### src/design/coc_pkg.sv
// Constants for the charger option control register block
package coc_pkg;

  // ==========================================================
  // Register map
  localparam logic [7:0] COC_REG_OFFSET     = 8'h30;
  localparam logic [7:0] COC_REG_RESET      = 8'h01;
  localparam logic [7:0] COC_READ_MISS      = 8'h00;

  // ==========================================================
  // Field positions
  localparam int COC_BIT_OVP_MAX    = 7;
  localparam int COC_BIT_COMPARATOR_POLARITY    = 6;
  localparam int COC_BIT_DEG_HI     = 5;
  localparam int COC_BIT_DEG_LO     = 4;
  localparam int COC_BIT_FORCE_OFF  = 3;
  localparam int COC_BIT_PASS_THRU  = 2;
  localparam int COC_BIT_SHIP_DCHG  = 1;
  localparam int COC_BIT_SHORT_PROT = 0;

  // ==========================================================
  // Overvoltage threshold code that stands for the fixed 27V level
  localparam logic [2:0] COC_OVP_SEL_27V = 3'h7;

  // ==========================================================
  // Timing, figures in microseconds, clock in MHz
  localparam int CLK_MHZ            = 50;
  localparam int DEG_FAST_TIME_US   = 1;
  localparam int DEG_LP_TIME_US     = 40;
  localparam int DEG_MID_TIME_US    = 2050;
  localparam int DEG_SLOW_TIME_US   = 20850;
  localparam int DEG_LONG_TIME_US   = 5340000;
  localparam int SHIP_DCHG_TIME_US  = 340000;

  // Least times round up; whole microseconds never need it at 50 MHz
  localparam int DEG_FAST_CYCLES    = DEG_FAST_TIME_US * CLK_MHZ;
  localparam int DEG_LP_CYCLES      = DEG_LP_TIME_US * CLK_MHZ;
  localparam int DEG_MID_CYCLES     = DEG_MID_TIME_US * CLK_MHZ;
  localparam int DEG_SLOW_CYCLES    = DEG_SLOW_TIME_US * CLK_MHZ;
  localparam int DEG_LONG_CYCLES    = DEG_LONG_TIME_US * CLK_MHZ;
  localparam int SHIP_DCHG_CYCLES   = SHIP_DCHG_TIME_US * CLK_MHZ;

  // ==========================================================
  // Deglitch selector codes
  typedef enum logic [1:0]
  {
    COC_DEG_FAST = 2'b00,
    COC_DEG_MID  = 2'b01,
    COC_DEG_SLOW = 2'b10,
    COC_DEG_LONG = 2'b11
  } coc_deg_t;

endpackage : coc_pkg

### src/design/coc_link_if.sv
// Links between the control register and its filter and timer
`timescale 1ns/1ps
interface coc_link_if;
  logic        raw_level;
  logic [31:0] deglitch_cycles;
  logic        filtered_level;
  logic        dchg_start;
  logic        dchg_stop;
  logic        dchg_active;
  logic        dchg_done;

  modport filter (input raw_level, input deglitch_cycles,
                  output filtered_level);
  modport filter_user (output raw_level, output deglitch_cycles,
                       input filtered_level);
  modport timer (input dchg_start, input dchg_stop,
                 output dchg_active, output dchg_done);
  modport timer_user (output dchg_start, output dchg_stop,
                      input dchg_active, input dchg_done);
endinterface : coc_link_if

### src/design/coc_option_ctrl.sv
// Charger option control register with comparator and discharge control
`timescale 1ns/1ps

// Overview of operation
// - Bit 7 forces fixed 27V overvoltage threshold
// - Polarity bit selects comparator output sense
// - Deglitch delays only falling comparator edges
// - Deglitch code picks 1us/40us, ms, s delays
// - Trip with force-off opens both power switches
// - Force-off also pulls charge-ok low
// - Force-off needs comparator enable and valid mode
// - Pass-through bit enables mode, then self-clears
// - Ship bit sinks sense node for 340 ms
// - Window end clears ship bit automatically
// - Host writing zero stops discharge at once
// - Discharge current stops when node reaches 0V
// - Bit 0 enables input short protection, resets on
// - Separate enable runs comparator in low power
module coc_option_ctrl
  import coc_pkg::*;
#(
  parameter int DEG_MID_LIMIT  = DEG_MID_CYCLES,
  parameter int DEG_SLOW_LIMIT = DEG_SLOW_CYCLES,
  parameter int DEG_LONG_LIMIT = DEG_LONG_CYCLES,
  parameter int DCHG_LIMIT     = SHIP_DCHG_CYCLES
)
(
  input  wire logic       clock,
  input  wire logic       rst_n,
  input  wire logic       reg_reset,
  input  wire logic       reg_write,
  input  wire logic       reg_read,
  input  wire logic [7:0] reg_addr,
  input  wire logic [7:0] reg_wdata,
  output logic      [7:0] reg_rdata,
  input  wire logic       comparator_input,
  input  wire logic       comparator_enable,
  input  wire logic       low_power_mode_enable,
  input  wire logic       low_power_comparator_enable,
  input  wire logic       forward_mode,
  input  wire logic       adapter_present,
  input  wire logic       charge_ok_source,
  input  wire logic [2:0] cell_count_present_pin,
  input  wire logic       pass_through_exit,
  input  wire logic       sense_node_at_zero,
  output logic            comparator_output,
  output logic            input_high_side_switch_off,
  output logic            output_high_side_switch_off,
  output logic            charge_ok_indication,
  output logic      [2:0] system_overvoltage_protect,
  output logic            pass_through_mode,
  output logic            ship_discharge_sink,
  output logic            input_short_protect_enable
);

  // ==========================================================
  // Deglitch length from code and power mode
  function automatic logic [31:0] deg_limit(input coc_deg_t code,
                                            input logic     low_pwr);
    logic [31:0] lim;
    lim = 32'(DEG_FAST_CYCLES);
    case (code)
      COC_DEG_FAST: lim = low_pwr ? 32'(DEG_LP_CYCLES)
                                  : 32'(DEG_FAST_CYCLES);
      COC_DEG_MID:  lim = 32'(DEG_MID_LIMIT);
      COC_DEG_SLOW: lim = 32'(DEG_SLOW_LIMIT);
      COC_DEG_LONG: lim = 32'(DEG_LONG_LIMIT);
      default:      lim = 32'(DEG_FAST_CYCLES);
    endcase
    return lim;
  endfunction : deg_limit

  // ==========================================================
  // Register state
  logic [7:0] option;
  logic [7:0] next_option;
  logic [7:0] rdata_q;
  logic [7:0] next_rdata;
  logic       ptm_level;
  logic       next_ptm_level;

  logic       addr_hit;
  logic       wr_hit;
  logic       ship_write_one;
  logic       ship_write_zero;

  coc_link_if link ();

  assign addr_hit        = (reg_addr == COC_REG_OFFSET);
  assign wr_hit          = reg_write && addr_hit;
  assign ship_write_one  = wr_hit && reg_wdata[COC_BIT_SHIP_DCHG];
  assign ship_write_zero = wr_hit && !reg_wdata[COC_BIT_SHIP_DCHG];

  // ==========================================================
  // Register next state
  always_comb
  begin
    next_option = option;
    // Pass-through request is taken in one cycle, then drops
    next_option[COC_BIT_PASS_THRU] = 1'b0;
    if (link.dchg_done)
    begin
      next_option[COC_BIT_SHIP_DCHG] = 1'b0;
    end
    // Host write follows the self-clears so a set beats them; reset comes last
    if (wr_hit)
    begin
      next_option = reg_wdata;
    end
    if (reg_reset)
    begin
      next_option = COC_REG_RESET;
    end
  end

  // ==========================================================
  // Read path
  always_comb
  begin
    next_rdata = rdata_q;
    if (reg_read && addr_hit)
    begin
      next_rdata = option;
    end
    else if (reg_read)
    begin
      next_rdata = COC_READ_MISS;
    end
  end

  // ==========================================================
  // Pass-through mode level, held until the converter exits or a register reset
  always_comb
  begin
    next_ptm_level = ptm_level;
    if (option[COC_BIT_PASS_THRU])
    begin
      next_ptm_level = 1'b1;
    end
    else if (pass_through_exit || reg_reset)
    begin
      next_ptm_level = 1'b0;
    end
  end

  always_ff @(posedge clock)
  begin
    if (!rst_n)
    begin
      option    <= COC_REG_RESET;
      rdata_q   <= COC_READ_MISS;
      ptm_level <= 1'b0;
    end
    else
    begin
      option    <= next_option;
      rdata_q   <= next_rdata;
      ptm_level <= next_ptm_level;
    end
  end

  // ==========================================================
  // Comparator sense and deglitch
  logic cmp_active;
  logic raw_out;

  // Normal mode uses the main enable; low power needs its own
  always_comb
  begin
    cmp_active = comparator_enable;
    if (low_power_mode_enable)
    begin
      cmp_active = low_power_comparator_enable;
    end
  end
  // Polarity 0: above threshold drives low; 1: below drives low
  assign raw_out = option[COC_BIT_COMPARATOR_POLARITY] ? comparator_input
                                           : !comparator_input;
  // Idle comparator parks high so it never trips
  assign link.raw_level       = cmp_active ? raw_out : 1'b1;
  assign link.deglitch_cycles =
    deg_limit(coc_deg_t'(option[COC_BIT_DEG_HI:COC_BIT_DEG_LO]),
              low_power_mode_enable);

  coc_deglitch u_deglitch
  (
    .clock (clock),
    .rst_n (rst_n),
    .link  (link)
  );

  // ==========================================================
  // Ship discharge window
  // A register reset beats a same-cycle write: no fresh window
  logic dchg_start_req;
  logic dchg_stop_req;

  always_comb
  begin
    dchg_start_req = 1'b0;
    dchg_stop_req  = 1'b0;
    if (reg_reset)
    begin
      dchg_stop_req = 1'b1;
    end
    else if (ship_write_one)
    begin
      dchg_start_req = 1'b1;
    end
    else if (ship_write_zero)
    begin
      dchg_stop_req = 1'b1;
    end
  end

  assign link.dchg_start = dchg_start_req;
  assign link.dchg_stop  = dchg_stop_req;

  coc_dchg_timer #(
    .WINDOW_CYCLES (DCHG_LIMIT)
  ) u_dchg_timer
  (
    .clock (clock),
    .rst_n (rst_n),
    .link  (link)
  );

  // ==========================================================
  // Output logic
  logic       mode_ok;
  logic       force_off;
  logic       next_cmp_out;
  logic       next_switch_off;
  logic       next_charge_ok;
  logic [2:0] next_ovp;
  logic       next_sink;
  logic       next_short_prot;

  // Forward with adapter, or battery only outside low power
  always_comb
  begin
    mode_ok = 1'b0;
    if (forward_mode && adapter_present)
    begin
      mode_ok = 1'b1;
    end
    else if (!adapter_present && !low_power_mode_enable)
    begin
      mode_ok = 1'b1;
    end
    // Both the force bit and the main enable must be set
    force_off = 1'b0;
    if (option[COC_BIT_FORCE_OFF] && comparator_enable && mode_ok)
    begin
      force_off = !link.filtered_level;
    end
  end

  always_comb
  begin
    next_cmp_out    = link.filtered_level;
    next_switch_off = force_off;
    next_charge_ok  = charge_ok_source && !force_off;
    next_ovp        = cell_count_present_pin;
    if (option[COC_BIT_OVP_MAX])
    begin
      next_ovp = COC_OVP_SEL_27V;
    end
    // Sink stops at 0V but the window keeps running to its end
    next_sink = 1'b0;
    if (link.dchg_active && !sense_node_at_zero)
    begin
      next_sink = !link.dchg_stop;
    end
    next_short_prot = option[COC_BIT_SHORT_PROT];
  end

  // ==========================================================
  // Output registers
  always_ff @(posedge clock)
  begin
    if (!rst_n)
    begin
      comparator_output           <= 1'b1;
      input_high_side_switch_off  <= 1'b0;
      output_high_side_switch_off <= 1'b0;
      charge_ok_indication        <= 1'b0;
      system_overvoltage_protect  <= 3'h0;
      ship_discharge_sink         <= 1'b0;
      input_short_protect_enable  <= 1'b1;
    end
    else
    begin
      comparator_output           <= next_cmp_out;
      input_high_side_switch_off  <= next_switch_off;
      output_high_side_switch_off <= next_switch_off;
      charge_ok_indication        <= next_charge_ok;
      system_overvoltage_protect  <= next_ovp;
      ship_discharge_sink         <= next_sink;
      input_short_protect_enable  <= next_short_prot;
    end
  end

  assign reg_rdata         = rdata_q;
  assign pass_through_mode = ptm_level;

endmodule : coc_option_ctrl

### src/design/coc_deglitch.sv
// Falling-edge deglitch filter for the comparator output
`timescale 1ns/1ps
module coc_deglitch
  import coc_pkg::*;
(
  input  wire logic clock,
  input  wire logic rst_n,
  coc_link_if.filter link
);

  logic        level;
  logic        next_level;
  logic [31:0] count;
  logic [31:0] next_count;

  // ==========================================================
  // Rising edges pass at once, falling edges must persist
  always_comb
  begin
    next_level = level;
    next_count = count;
    if (link.raw_level)
    begin
      next_level = 1'b1;
      next_count = 32'h0;
    end
    else if (level)
    begin
      if (count + 32'h1 >= link.deglitch_cycles)
      begin
        next_level = 1'b0;
        next_count = 32'h0;
      end
      else
      begin
        next_count = count + 32'h1;
      end
    end
  end

  always_ff @(posedge clock)
  begin
    if (!rst_n)
    begin
      level <= 1'b1;
      count <= 32'h0;
    end
    else
    begin
      level <= next_level;
      count <= next_count;
    end
  end

  assign link.filtered_level = level;

endmodule : coc_deglitch

### src/design/coc_dchg_timer.sv
// Window timer for the battery sense node discharge
`timescale 1ns/1ps
module coc_dchg_timer
  import coc_pkg::*;
#(
  parameter int WINDOW_CYCLES = SHIP_DCHG_CYCLES
)
(
  input  wire logic clock,
  input  wire logic rst_n,
  coc_link_if.timer link
);

  logic        active;
  logic        next_active;
  logic        done;
  logic        next_done;
  logic [31:0] count;
  logic [31:0] next_count;

  // ==========================================================
  // Start restarts from zero even mid-window
  always_comb
  begin
    next_active = active;
    next_count  = count;
    next_done   = 1'b0;
    if (link.dchg_start)
    begin
      next_active = 1'b1;
      next_count  = 32'h0;
    end
    else if (link.dchg_stop)
    begin
      next_active = 1'b0;
      next_count  = 32'h0;
    end
    else if (active)
    begin
      if (count + 32'h1 >= 32'(WINDOW_CYCLES))
      begin
        next_active = 1'b0;
        next_done   = 1'b1;
        next_count  = 32'h0;
      end
      else
      begin
        next_count = count + 32'h1;
      end
    end
  end

  always_ff @(posedge clock)
  begin
    if (!rst_n)
    begin
      active <= 1'b0;
      done   <= 1'b0;
      count  <= 32'h0;
    end
    else
    begin
      active <= next_active;
      done   <= next_done;
      count  <= next_count;
    end
  end

  assign link.dchg_active = active;
  assign link.dchg_done   = done;

endmodule : coc_dchg_timer

### config.mk
export PLATFORM = sky130hd
export DESIGN_NAME = coc_option_ctrl
export DESIGN_NICKNAME = d
export VERILOG_FILES = /design/src/design/coc_pkg.sv /design/src/design/coc_link_if.sv /design/src/design/coc_option_ctrl.sv /design/src/design/coc_deglitch.sv /design/src/design/coc_dchg_timer.sv
export SDC_FILE = /design/constraint.sdc
export NUM_CORES = 1
export LEC_CHECK = 0
export ABC_AREA = 1
export BUFFER_PORTS_ARGS = -buffer_cell sky130_fd_sc_hd__clkbuf_2
export CORE_MARGIN = 2
export CORE_UTILIZATION = 45
export DETAILED_ROUTE_END_ITERATION = 8
export HOLD_SLACK_MARGIN = 0.02
export MAX_ROUTING_LAYER = met4
export PLACE_DENSITY = 0.61
export SLEW_MARGIN = 20
export SYNTH_ARGS = -nofsm -noshare
export SYNTH_HDL_FRONTEND = slang
export SYNTH_SLANG_ARGS = --single-unit
### constraint.sdc
create_clock -name clock -period 3.2 [get_ports clock]
set_input_delay 0.48 -clock clock [delete_from_list [all_inputs] [get_ports clock]]
set_output_delay 0.48 -clock clock [all_outputs]
set_load 0.01 [all_outputs]
# Word level (Yosys, flattened, before mapping)
# Cells that the tools add are included.
dict set report classes {
  n_addsub 2
  magnitude_cmp 2
  n_eq_ne 4
  muxes 29
  bitwise 3
  reduce_logical 29
}
# op n
set op_table {}
lappend op_table {{32-bit one-hot mux with 4 select lines} 1}
lappend op_table {{32-bit by 1-bit adder with 32-bit output, second input constant} 2}
lappend op_table {{32-bit 2-to-1 mux} 2}
lappend op_table {{32-bit by 25-bit >= comparator with 1-bit output, second input constant} 1}
lappend op_table {{32-bit >= comparator} 1}
lappend op_table {{1-bit 2-to-1 mux} 21}
lappend op_table {{8-bit 2-to-1 mux} 2}
lappend op_table {{11-bit 2-to-1 mux} 1}
lappend op_table {{1-bit logical AND} 10}
lappend op_table {{8-bit by 6-bit == test with 1-bit output, second input constant} 1}
lappend op_table {{1-bit zero test} 8}
lappend op_table {{2-bit nonzero test} 3}
lappend op_table {{3-bit OR reduction} 2}
lappend op_table {{2-bit == test, second input constant} 2}
lappend op_table {{2-bit OR reduction} 2}
lappend op_table {{4-bit OR reduction} 1}
lappend op_table {{3-bit 2-to-1 mux} 1}
lappend op_table {{1-bit inverter} 3}
lappend op_table {{2-bit by 1-bit == test with 1-bit output, second input constant} 1}
lappend op_table {{2-bit zero test} 1}
lappend op_table {{2-bit 2-to-1 mux} 1}
lappend op_table {{2-bit AND reduction} 1}
lappend op_table {{1-bit logical OR} 1}
dict set report word_totals {
  regBits 92
  input_bits 33
  output_inout_bits 18
  wordCells 85
}

# Logic depth before layout (Yosys ltp)
# Gate-level depths: netlist of run 1.
dict set report depth {
  word_depth 8
  depth_mapped 21
  ltp_nobuf 20
}

# Cells and area by module
# A second synthesis of run 1 with hierarchy kept.
dict set report hier_totals {
  cells_unflattened 1069
  area_unflattened_um2 6762.7
}
# mod n_inst cells_each area_each_um2 seq_area_each_um2
set by_module_without_submodules {}
lappend by_module_without_submodules {coc_deglitch 1 493 3159.3 660.6}
lappend by_module_without_submodules {coc_dchg_timer 1 422 2421.1 680.7}
lappend by_module_without_submodules {coc_option_ctrl 1 154 1182.4 500.5}

# Least setup slack after synthesis of run 1
# Ideal clock, no wire load.
dict set report synth_path {
  kind {register to register}
  start {register u_deglitch.count[0]}
  end {register u_deglitch.count[8]}
  setup_ps 71
  arrival_time_ps 2677
  required_ps 3129
  setup_slack_ps 452
  path_stages_with_launch 21
  n_path_buf 1
  period_less_slack_ps 2748
  path_cell_list {dfxtp_1 -> ha_1 -> nand3_2 -> inv_2 -> nand2_2 -> nor2_4 -> nand3_2 -> nor2_4 -> xor2_1 -> inv_1 -> ha_1 -> nand2_1 -> inv_1 -> a221oi_1 -> nand2_1 -> nor2_1 -> nand2_1 -> nand2_2 -> buf_6 -> nand3_2 -> a21oi_2}
}
dict set report synth_via {
  elab_chain_len 3
}
# item line
set synth_lines {}
lappend synth_lines {{from (decl)} coc_deglitch.sv:13} ;# logic [31:0] count;
lappend synth_lines {{from (signal assigned)} coc_deglitch.sv:51} ;# count <= next_count;
lappend synth_lines {{32-bit by 1-bit adder with 32-bit output *} {coc_deglitch.sv:29, coc_deglitch.sv:36}}
lappend synth_lines {{32-bit >= comparator} coc_deglitch.sv:29} ;# if (count + 32'h1 >= link.deglitch_cycles)
lappend synth_lines {{32-bit 2-to-1 mux *} coc_deglitch.sv:29}
# Mark *: on every way between the ends. The rest lies on a longest branch, timed or not.
# A chain may end at the register's enable or synchronous reset.

# Worst setup path in the final report of run 1
dict set report layout_path {
  start {register u_deglitch.count[2]}
  end {register u_deglitch.count[7]}
}
# The elaborated chain is that of the path after synthesis.

==> results of run 1 <==
==> power breakdown <==
part / leakage (nW) / total (mW) / internal, mW / switching, mW
logic: 1.93 / 0.0718 / 0.0272 / 0.0446
clock network: 0.154 / 1.15 / 0.626 / 0.526
registers: 0.747 / 1.15 / 1.15 / 0.00174
total: 2.83 / 2.37 / 1.80 / 0.572
==> state kept, by name, summed over array words and instances (netlist names), 3 cells and up <==
signal / flops
u_deglitch.count: 32
reg_rdata: 8
option: 8
u_dchg_timer.count: 32
system_overvoltage_protect: 3
==> what timing repair did <==
action / CTS / global route
setup endpoints to repair: 0 / 29
gates resized for setup: 0 / 23
setup buffers: 0 / 7
==> worst min-delay path by stage <==
stage / endpoint / startpoint / slack (ns) / cells after the start
finish: ship_discharge_sink / sense_node_at_zero / 0.28 / 2
global route: ship_discharge_sink / sense_node_at_zero / 0.27 / 2
CTS: ship_discharge_sink / sense_node_at_zero / 0.27 / 2
detailed placement: input_short_protect_enable / option[0] / 0.44 / 2
global placement: input_short_protect_enable / option[0] / 0.44 / 2
floorplan: pass_through_mode / option[2] / 0.41 / 2
==> per-layer routing <==
| metal | wire length [um] | vias to the layer above | GRT usage |
|---|---|---|---|
| met5 | 0 | - | - |
| met4 | 167 | 0 | 0.0500 |
| met3 | 622 | 14 | 0.0356 |
| met2 | 6570 | 109 | 0.333 |
| met1 | 7570 | 2488 | 0.287 |
| li1 | - | 3018 | - |
==> cell families (layout without fill, tap and decap cells) <==
kind of cell / after synthesis / after routing / share of synthesized area
AND/OR/NAND/NOR: 519 / 519 / 0.396
buffers and inverters: 127 / 195 / 0.0892
AO/OA/AOI/OAI: 94 / 94 / 0.0975
flip-flops: 92 / 92 / 0.305
adder cells (fa/ha/maj): 32 / 32 / 0.0664
XOR/XNOR: 31 / 31 / 0.0450
==> cell usage in the layout, fill, tap and decap left out, types with 2 or more instances in the layout <==
cell / instances
inv_6: 2
dfxtp_1: 84
and2_1: 2
dfxtp_2: 6
clkbuf_2: 50
buf_4: 21
a211oi_1: 3
nand3_4: 2
nand2_1: 257
nor2_4: 6
nor2_2: 7
xnor2_1: 8
nor3_2: 3
inv_1: 99
nand3b_1: 6
a21oi_1: 46
xor2_1: 22
nand2_2: 5
clkinv_4: 2
o21bai_1: 5
nor3_1: 23
a21oi_2: 21
ha_1: 31
nand3_1: 47
clkbuf_16: 11
o21ai_0: 11
buf_12: 3
nor2_1: 108
nand4_1: 26
nand3_2: 23
dfxtp_4: 2
inv_8: 2
inv_2: 3
==> final cells by class <==
class                      instances  area [um^2]  share of cell area
timing repair buffer              77          529              0.0754
inverter                         102          383              0.0545
multi-input combinational        676         3720               0.530
sequential                        92         1860               0.264
clock inverter                     7         87.6              0.0125
clock buffer                       9          225              0.0321
tap                              176          220              0.0314
==> through the flow <==
| step | hold slack (ns) | setup WS, ns | power, mW | instances | util |
|---|---|---|---|---|---|
| global placement | 0.440 | 0.141 | 1.25 | 1113 | 0.494 |
| floorplan | 0.415 | 0.452 | 1.21 | 895 | - |
| finish | 0.280 | 0.174 | 2.37 | 1139 | 0.532 |
| detailed placement | 0.445 | 0.149 | 1.25 | 1113 | 0.494 |
| global route | 0.272 | -0.0452 | 2.44 | 1139 | 0.532 |
| CTS | 0.272 | 0.113 | 2.39 | 1129 | 0.518 |
==> worst reg2reg max path: stages (launching register included) <==
cell and delay, ns:
dfxtp_4 0.38, nand3_2 0.12, nor2_4 0.17, nand3_4 0.14
nor3_4 0.24, inv_1 0.07, nor2_1 0.11, xor2_1 0.24
ha_1 0.29, a211oi_2 0.21, o21ai_1 0.09, nor2_1 0.15
nand2_2 0.12, nor2_8 0.21, clkbuf_16 0.21, nand3_2 0.07
a21oi_2 0.11
==> metrics.md, run 1 <==
| Metric | Value |
|---|---|
| Outcome | `complete, no violations` |
| Leading post-synthesis cells by cell area | `dfxtp_1 31%, nand2_1 16%, nor2_1 6.8%, ha_1 6.6%, inv_1 6.2%` |
| Yosys top cell area share | `0.305` |
| Clock transition at the registers of the reported paths | `0.07 ns` |
| Detailed Routing Iterations Pass 1 | `5` |
| GP Congestion | `around 0.92` |
| Hold-fix buffers, CTS | `0` |
| CTS Buf Count | `9` |
| Critical path capture point | `u_deglitch.count[7]` |
| Initial antenna violation count | `0` |
| CP peak stage delay | `approximately 0.38 ns` |
| Clock Sink Count | `92` |
| Total negative setup slack | `0 ns` |
| Layout overhead on the synthesized area | `16.4%` |
| WL/cell | `13.1 um` |
| Syn. warnings | `0` |
| IO Pins | `slightly above 50` |
| CP max FO | `7` |
| Core Rows | `42` |
| Asr flop ratio synth | `0` |
| Vias/cell | `4.94` |
| Ant. Diodes | `0` |
| Leakage | `2.83 nW` |
| Post-synth top area cell | `dfxtp_1` |
| Min cycle time layout | `just over 3 ns` |
| Initial Util | `0.457` |
| Crit path max-delay family | `simple AND/OR/NAND/NOR gates` |
| Ys flop type | `dfxtp_1` |
| Die Ht | `120 um` |
| Worst path buffer plus inverter count | `2` |
| Pwr dens | `between 300 and 400 mW/mm^2` |
| WP data required | `3.46 ns` |
| Avg Cell Area, Syn | `between 6 and 7 um^2` |
| Fraction of layout cells with a size suffix above 1 | `0.184` |
| Final hold vios | `0` |
| First-pass GRT wire length | `approximately 24000 um` |
| Fin area | `between 0.007 and 0.008 mm^2` |
| Max clock buf depth | `2` |
| Worst EP arrival | `about 3.3 ns` |
| Nets | `~1000` |
| Tcrit/Tclk final | `0.946` |
| Slew @ Worst Pin | `around 0.88 ns` |
| CP startpoint | `u_deglitch.count[2]` |
| Seq/Total Area, Yosys | `0.305` |
| Post-Syn Nets | `960` |
| CP max-delay cell | `dfxtp_4` |
| Fin. max-slew vios | `0` |
| Core Region | `0.0132 mm^2` |
| Worst hold-check path type | `in2reg` |
| Worst skew pair latency | `~0.36 ns` |
| Reg-to-Reg Start | `u_deglitch.count[2]` |
| Post-synth top cells | `258 x nand2_1, 109 x nor2_1, 99 x inv_1` |
| Worst R2R End | `u_deglitch.count[7]` |
| Port Buffer Count | `50` |
| Cells along the critical path | `nand3_2 > nor2_4 > nand3_4 > nor3_4 > inv_1 > nor2_1 > xor2_1 > ha_1 > a211oi_2 > o21ai_1 > nor2_1 > nand2_2 > nor2_8 > clkbuf_16 > nand3_2 > a21oi_2` |
| Mapped cell area | `a little over 0.006 mm^2` |
| Post-synth EDFFs | `0` |
| Max Freq | `330 MHz` |
| Detail Route Antenna Nets | `0` |
| Vias in the first global route | `5186` |
| R2R setup slack | `roughly 0.17 ns` |
| GRT overflow | `0` |
| Die area | `approximately 0.014 mm^2` |
| Via count | `between 5000 and 6000` |
| Final setup fails | `0` |
| Crit start category | `flip-flop` |
| Total length of routed wires | `between 10000 and 15000 um` |
| DR DRC count | `0` |
| Pin count of the biggest net entering global routing | `33` |
| CP Depth | `16` |
| Critical path class | `reg2reg` |
| 1st-iter DRT viols | `approximately 420` |
| Gate count of the mapped netlist | `~900` |
| Synthesized flop and latch total | `92` |
| Dpl hpwl | `approximately 11000 um` |
| VDD IR max | `between 300 and 400 uV` |
| TritonCTS clock tree | `built` |
| Area post-placement | `0.00652 mm^2` |
| CTS H-Tree Depth | `3` |
| Slew HR | `0.409` |
| GRT Overall Usage | `0.212` |
| Maxcap violations | `0` |
| Layout Skew | `0.0129 ns` |
| Worst Setup End Kind | `flip-flop` |
| Clk root buf | `clkbuf_16` |
| Most common cell in the netlist | `nand2_1` |
| Fill cells | `~1400` |
| Die Wd | `120 um` |
| Cell variety after synth | `40` |
| R2R depth | `16` |
No activity file was read; power rests on OpenSTA's default activity.
==> inputs of run 2 (changes only) <==
ABC_AREA = default   (was 1)
SLEW_MARGIN = default   (was 20)
clock period = 3.1 ns   (was 3.2 ns; I/O delays follow)
==> metrics.md, run 2 <==
| Metric | Value |
|---|---|
| Wire length on met3 | `483 um (was 622 um)` |
| Most common cell after layout, fill and taps aside | `buf_4 (was nand2_1)` |
| GRT overflow | `0 (unchanged)` |
| CTS Buf Count | `9 (unchanged)` |
| CP max-delay cell | `dfxtp_4 (unchanged)` |
| Crit path max-delay family | `simple AND/OR/NAND/NOR gates (unchanged)` |
| Pwr dens | `319 mW/mm^2 (was 338 mW/mm^2)` |
| Nets | `891 (was 1023)` |
| Initial antenna violation count | `0 (unchanged)` |
| CP max FO | `6 (was 7)` |
| Yosys top cell area share | `0.338 (was 0.305)` |
| GP Congestion | `0.945 (was 0.919)` |
| Maxcap violations | `0 (unchanged)` |
| Worst Setup End Kind | `flip-flop (unchanged)` |
| Outcome | `complete, but fails checks (was complete, no violations)` |
| R2R depth | `19 (was 16)` |
| Vias/cell | `5.70 (was 4.94)` |
| Pin count of the biggest net entering global routing | `20 (was 33)` |
| Initial Util | `0.457 (about the same)` |
| VDD IR max | `249 uV (was 316 uV)` |
| Reg-to-Reg Start | `u_deglitch.count[0] (was u_deglitch.count[2])` |
| Post-synth top cells | `92 x dfxtp_1, 88 x nand2_1, 59 x nand3_1 (was 258 x nand2_1, 109 x nor2_1, 99 x inv_1)` |
| Die Ht | `114 um (was 120 um)` |
| Core Region | `0.0119 mm^2 (was 0.0132 mm^2)` |
| Dpl hpwl | `10900 um (was 10800 um)` |
| Port Buffer Count | `50 (unchanged)` |
| WL/cell | `15.8 um (was 13.1 um)` |
| Unrepaired setup endpoints after global routing | `true` |
| TritonCTS clock tree | `built (unchanged)` |
| Fin. max-slew vios | `0 (unchanged)` |
| Leakage | `3.15 nW (was 2.83 nW)` |
| Clock transition at the registers of the reported paths | `0.07 ns (about the same)` |
| Hold Crit Endpoint | `ship_discharge_sink (unchanged)` |
| Asr flop ratio synth | `0 (unchanged)` |
| Clk root buf | `clkbuf_16 (unchanged)` |
| Total negative setup slack | `-13.53 ns (was 0 ns)` |
| Total length of routed wires | `15400 um (was 14900 um)` |
| Worst skew pair latency | `0.35 ns (was 0.36 ns)` |
| Detail Route Antenna Nets | `0 (unchanged)` |
| Post-Syn Nets | `745 (was 960)` |
| Routed met2 length | `7690 um (was 6570 um)` |
| Min cycle time layout | `3.63 ns (was 3.03 ns)` |
| Clock Sink Count | `92 (unchanged)` |
| CP Depth | `19 (was 16)` |
| Violated checks | `setup timing` |
| Final hold vios | `0 (unchanged)` |
| Max Freq | `276 MHz (was 330 MHz)` |
| Max clock buf depth | `2 (unchanged)` |
| Worst EP arrival | `3.92 ns (was 3.29 ns)` |
| Most common cell in the netlist | `dfxtp_1 (was nand2_1)` |
| DR top layer | `met4 (unchanged)` |
| Routed length on met1 | `6950 um (was 7570 um)` |
| Post-synth EDFFs | `0 (unchanged)` |
| Leading post-synthesis cells by cell area | `dfxtp_1 34%, ha_1 7.4%, nand2_1 6.1%, nand3_1 5.4%, and3_1 2.6% (was dfxtp_1 31%, nand2_1 16%, nor2_1 6.8%, ha_1 6.6%, inv_1 6.2%)` |
| Cell variety after synth | `58 (was 40)` |
| R2R setup slack | `-0.53 ns (was 0.17 ns)` |
| Worst R2R End | `u_deglitch.count[20] (was u_deglitch.count[7])` |
| Via count | `5574 (was 5629)` |
| Slew @ Worst Pin | `0.938 ns (was 0.885 ns)` |
| GRT Overall Usage | `0.238 (was 0.212)` |
| Hold path depth | `2 (unchanged)` |
| Final setup fails | `29 (was 0)` |
| CP peak stage delay | `0.36 ns (was 0.38 ns)` |
| Mapped cell area | `0.00544 mm^2 (was 0.00603 mm^2)` |
| 1st-iter DRT viols | `302 (was 422)` |
| Synthesized flop and latch total | `92 (unchanged)` |
| Most frequent cells in the layout | `108 x buf_4, 86 x nand2_1, 84 x dfxtp_1 (was 257 x nand2_1, 108 x nor2_1, 99 x inv_1)` |
| Ant. Diodes | `0 (unchanged)` |
| Gate count of the mapped netlist | `680 (was 895)` |
| Layout overhead on the synthesized area | `36.0% (was 16.4%)` |
| WP data required | `3.39 ns (was 3.46 ns)` |
| Min-Delay Startpoint | `sense_node_at_zero (unchanged)` |
| Top Registers | `u_dchg_timer.count (32), u_deglitch.count (32) (unchanged)` |
| Worst hold-check path type | `in2reg (unchanged)` |
| Ys flop type | `dfxtp_1 (unchanged)` |
| Vias in the first global route | `5283 (was 5186)` |
| Layout Skew | `0.00904 ns (was 0.0129 ns)` |
| Crit start category | `flip-flop (unchanged)` |
| Post-synth top area cell | `dfxtp_1 (unchanged)` |
| Critical path class | `reg2reg (unchanged)` |
| Avg Cell Area, Syn | `8.00 um^2 (was 6.74 um^2)` |
| Syn. warnings | `0 (unchanged)` |
| IO Pins | `51 (unchanged)` |
| Core Rows | `40 (was 42)` |
| Fraction of layout cells with a size suffix above 1 | `0.314 (was 0.184)` |
| Die area | `0.0130 mm^2 (was 0.0143 mm^2)` |
| CTS H-Tree Depth | `3 (unchanged)` |
| Die Wd | `114 um (was 120 um)` |
| Tcrit/Tclk final | `1.17 (was 0.946)` |
| Worst slack, placed | `-0.464 ns (was 0.149 ns)` |
| Cells along the critical path | `buf_4 > and3_4 > nand3_4 > nor4_4 > nand2_4 > nor2_4 > xor2_1 > ha_1 > a21o_1 > a21oi_2 > nor2b_1 > o41ai_2 > o211ai_1 > nand3b_1 > nor3_4 > buf_12 > clkbuf_16 > nand3b_1 > nand3_1 (was nand3_2 > nor2_4 > nand3_4 > nor3_4 > inv_1 > nor2_1 > xor2_1 > ha_1 > a211oi_2 > o21ai_1 > nor2_1 > nand2_2 > nor2_8 > clkbuf_16 > nand3_2 > a21oi_2)` |
| Final Worst Setup Slack | `-0.528 ns (was 0.174 ns)` |
| Worst path buffer plus inverter count | `3 (was 2)` |
| Slew HR | `0.373 (was 0.409)` |
| Most used cell, CP | `nand3b_1` |
| DR DRC count | `0 (unchanged)` |
| First-pass GRT wire length | `24700 um (was 24300 um)` |
| Detailed Routing Iterations Pass 1 | `5 (unchanged)` |
| Seq/Total Area, Yosys | `0.338 (was 0.305)` |
run 2: repair_timing:
action / 4_1_cts / 5_1_grt
buffers inserted: 9 / 8
gates cloned: 0 / 2
pin swaps: 28 / 27
setup endpoints to repair: 32 / 49
hold endpoints to repair: 0 / 0
resized for setup: 25 / 39
hold buffers: 0 / 0
run 2: cell type report:
type	instances	area, um^2
multi-input cells	542	3800
fillers	1042	4510
clock buffers	9	225
repair buffers	168	1220
flip-flops and latches	92	1860
inverters	13	48.8
clock inverters	7	58.8
well taps	147	184
run 2: cell families after synthesis:
kind of cell	share of synthesized area
AND/OR/NAND/NOR	0.333
flip-flops	0.338
AO/OA/AOI/OAI	0.178
multiplexers	0.00391
buffers and inverters	0.0333
XOR/XNOR	0.0386
adder cells (fa/ha/maj)	0.0754
run 2: worst max-delay path by stage:
stage / from / end
2_1_floorplan: u_deglitch.count[0] / u_deglitch.count[20]
3_3_place_gp: u_deglitch.count[1] / u_deglitch.count[0]
3_5_place_dp: u_deglitch.count[10] / u_deglitch.count[0]
4_1_cts: u_deglitch.count[0] / u_deglitch.count[1]
5_1_grt: u_deglitch.count[0] / u_deglitch.count[20]
6_report: u_deglitch.count[0] / u_deglitch.count[20]
run 2: layer usage:
layer / track usage / vias to the layer above
met1: 0.302 / 2633
met3: 0.0292 / 31
met5: - / -
met2: 0.389 / 118
li1: - / 2792
met4: 0.0862 / 0
run 2: metrics by stage:
stage                     cells  instance area (um^2)  hold slack [ns]  power [mW]  utilization
final                       978                  7400            0.266        2.36        0.621
after global routing        978                  7400            0.273        2.44        0.621
after CTS                   968                  7090            0.261        2.36        0.595
after detailed placement    943                  6660            0.467        1.29        0.559
after global placement      943                  6660            0.460        1.29        0.559
after floorplan             680                  5630            0.433        1.25            -
run 2: power by group:
| part | internal [mW] | switching, mW |
|---|---|---|
| clock network | 0.559 | 0.523 |
| logic | 0.0459 | 0.0474 |
| registers | 1.18 | 0.00166 |
| total | 1.79 | 0.572 |
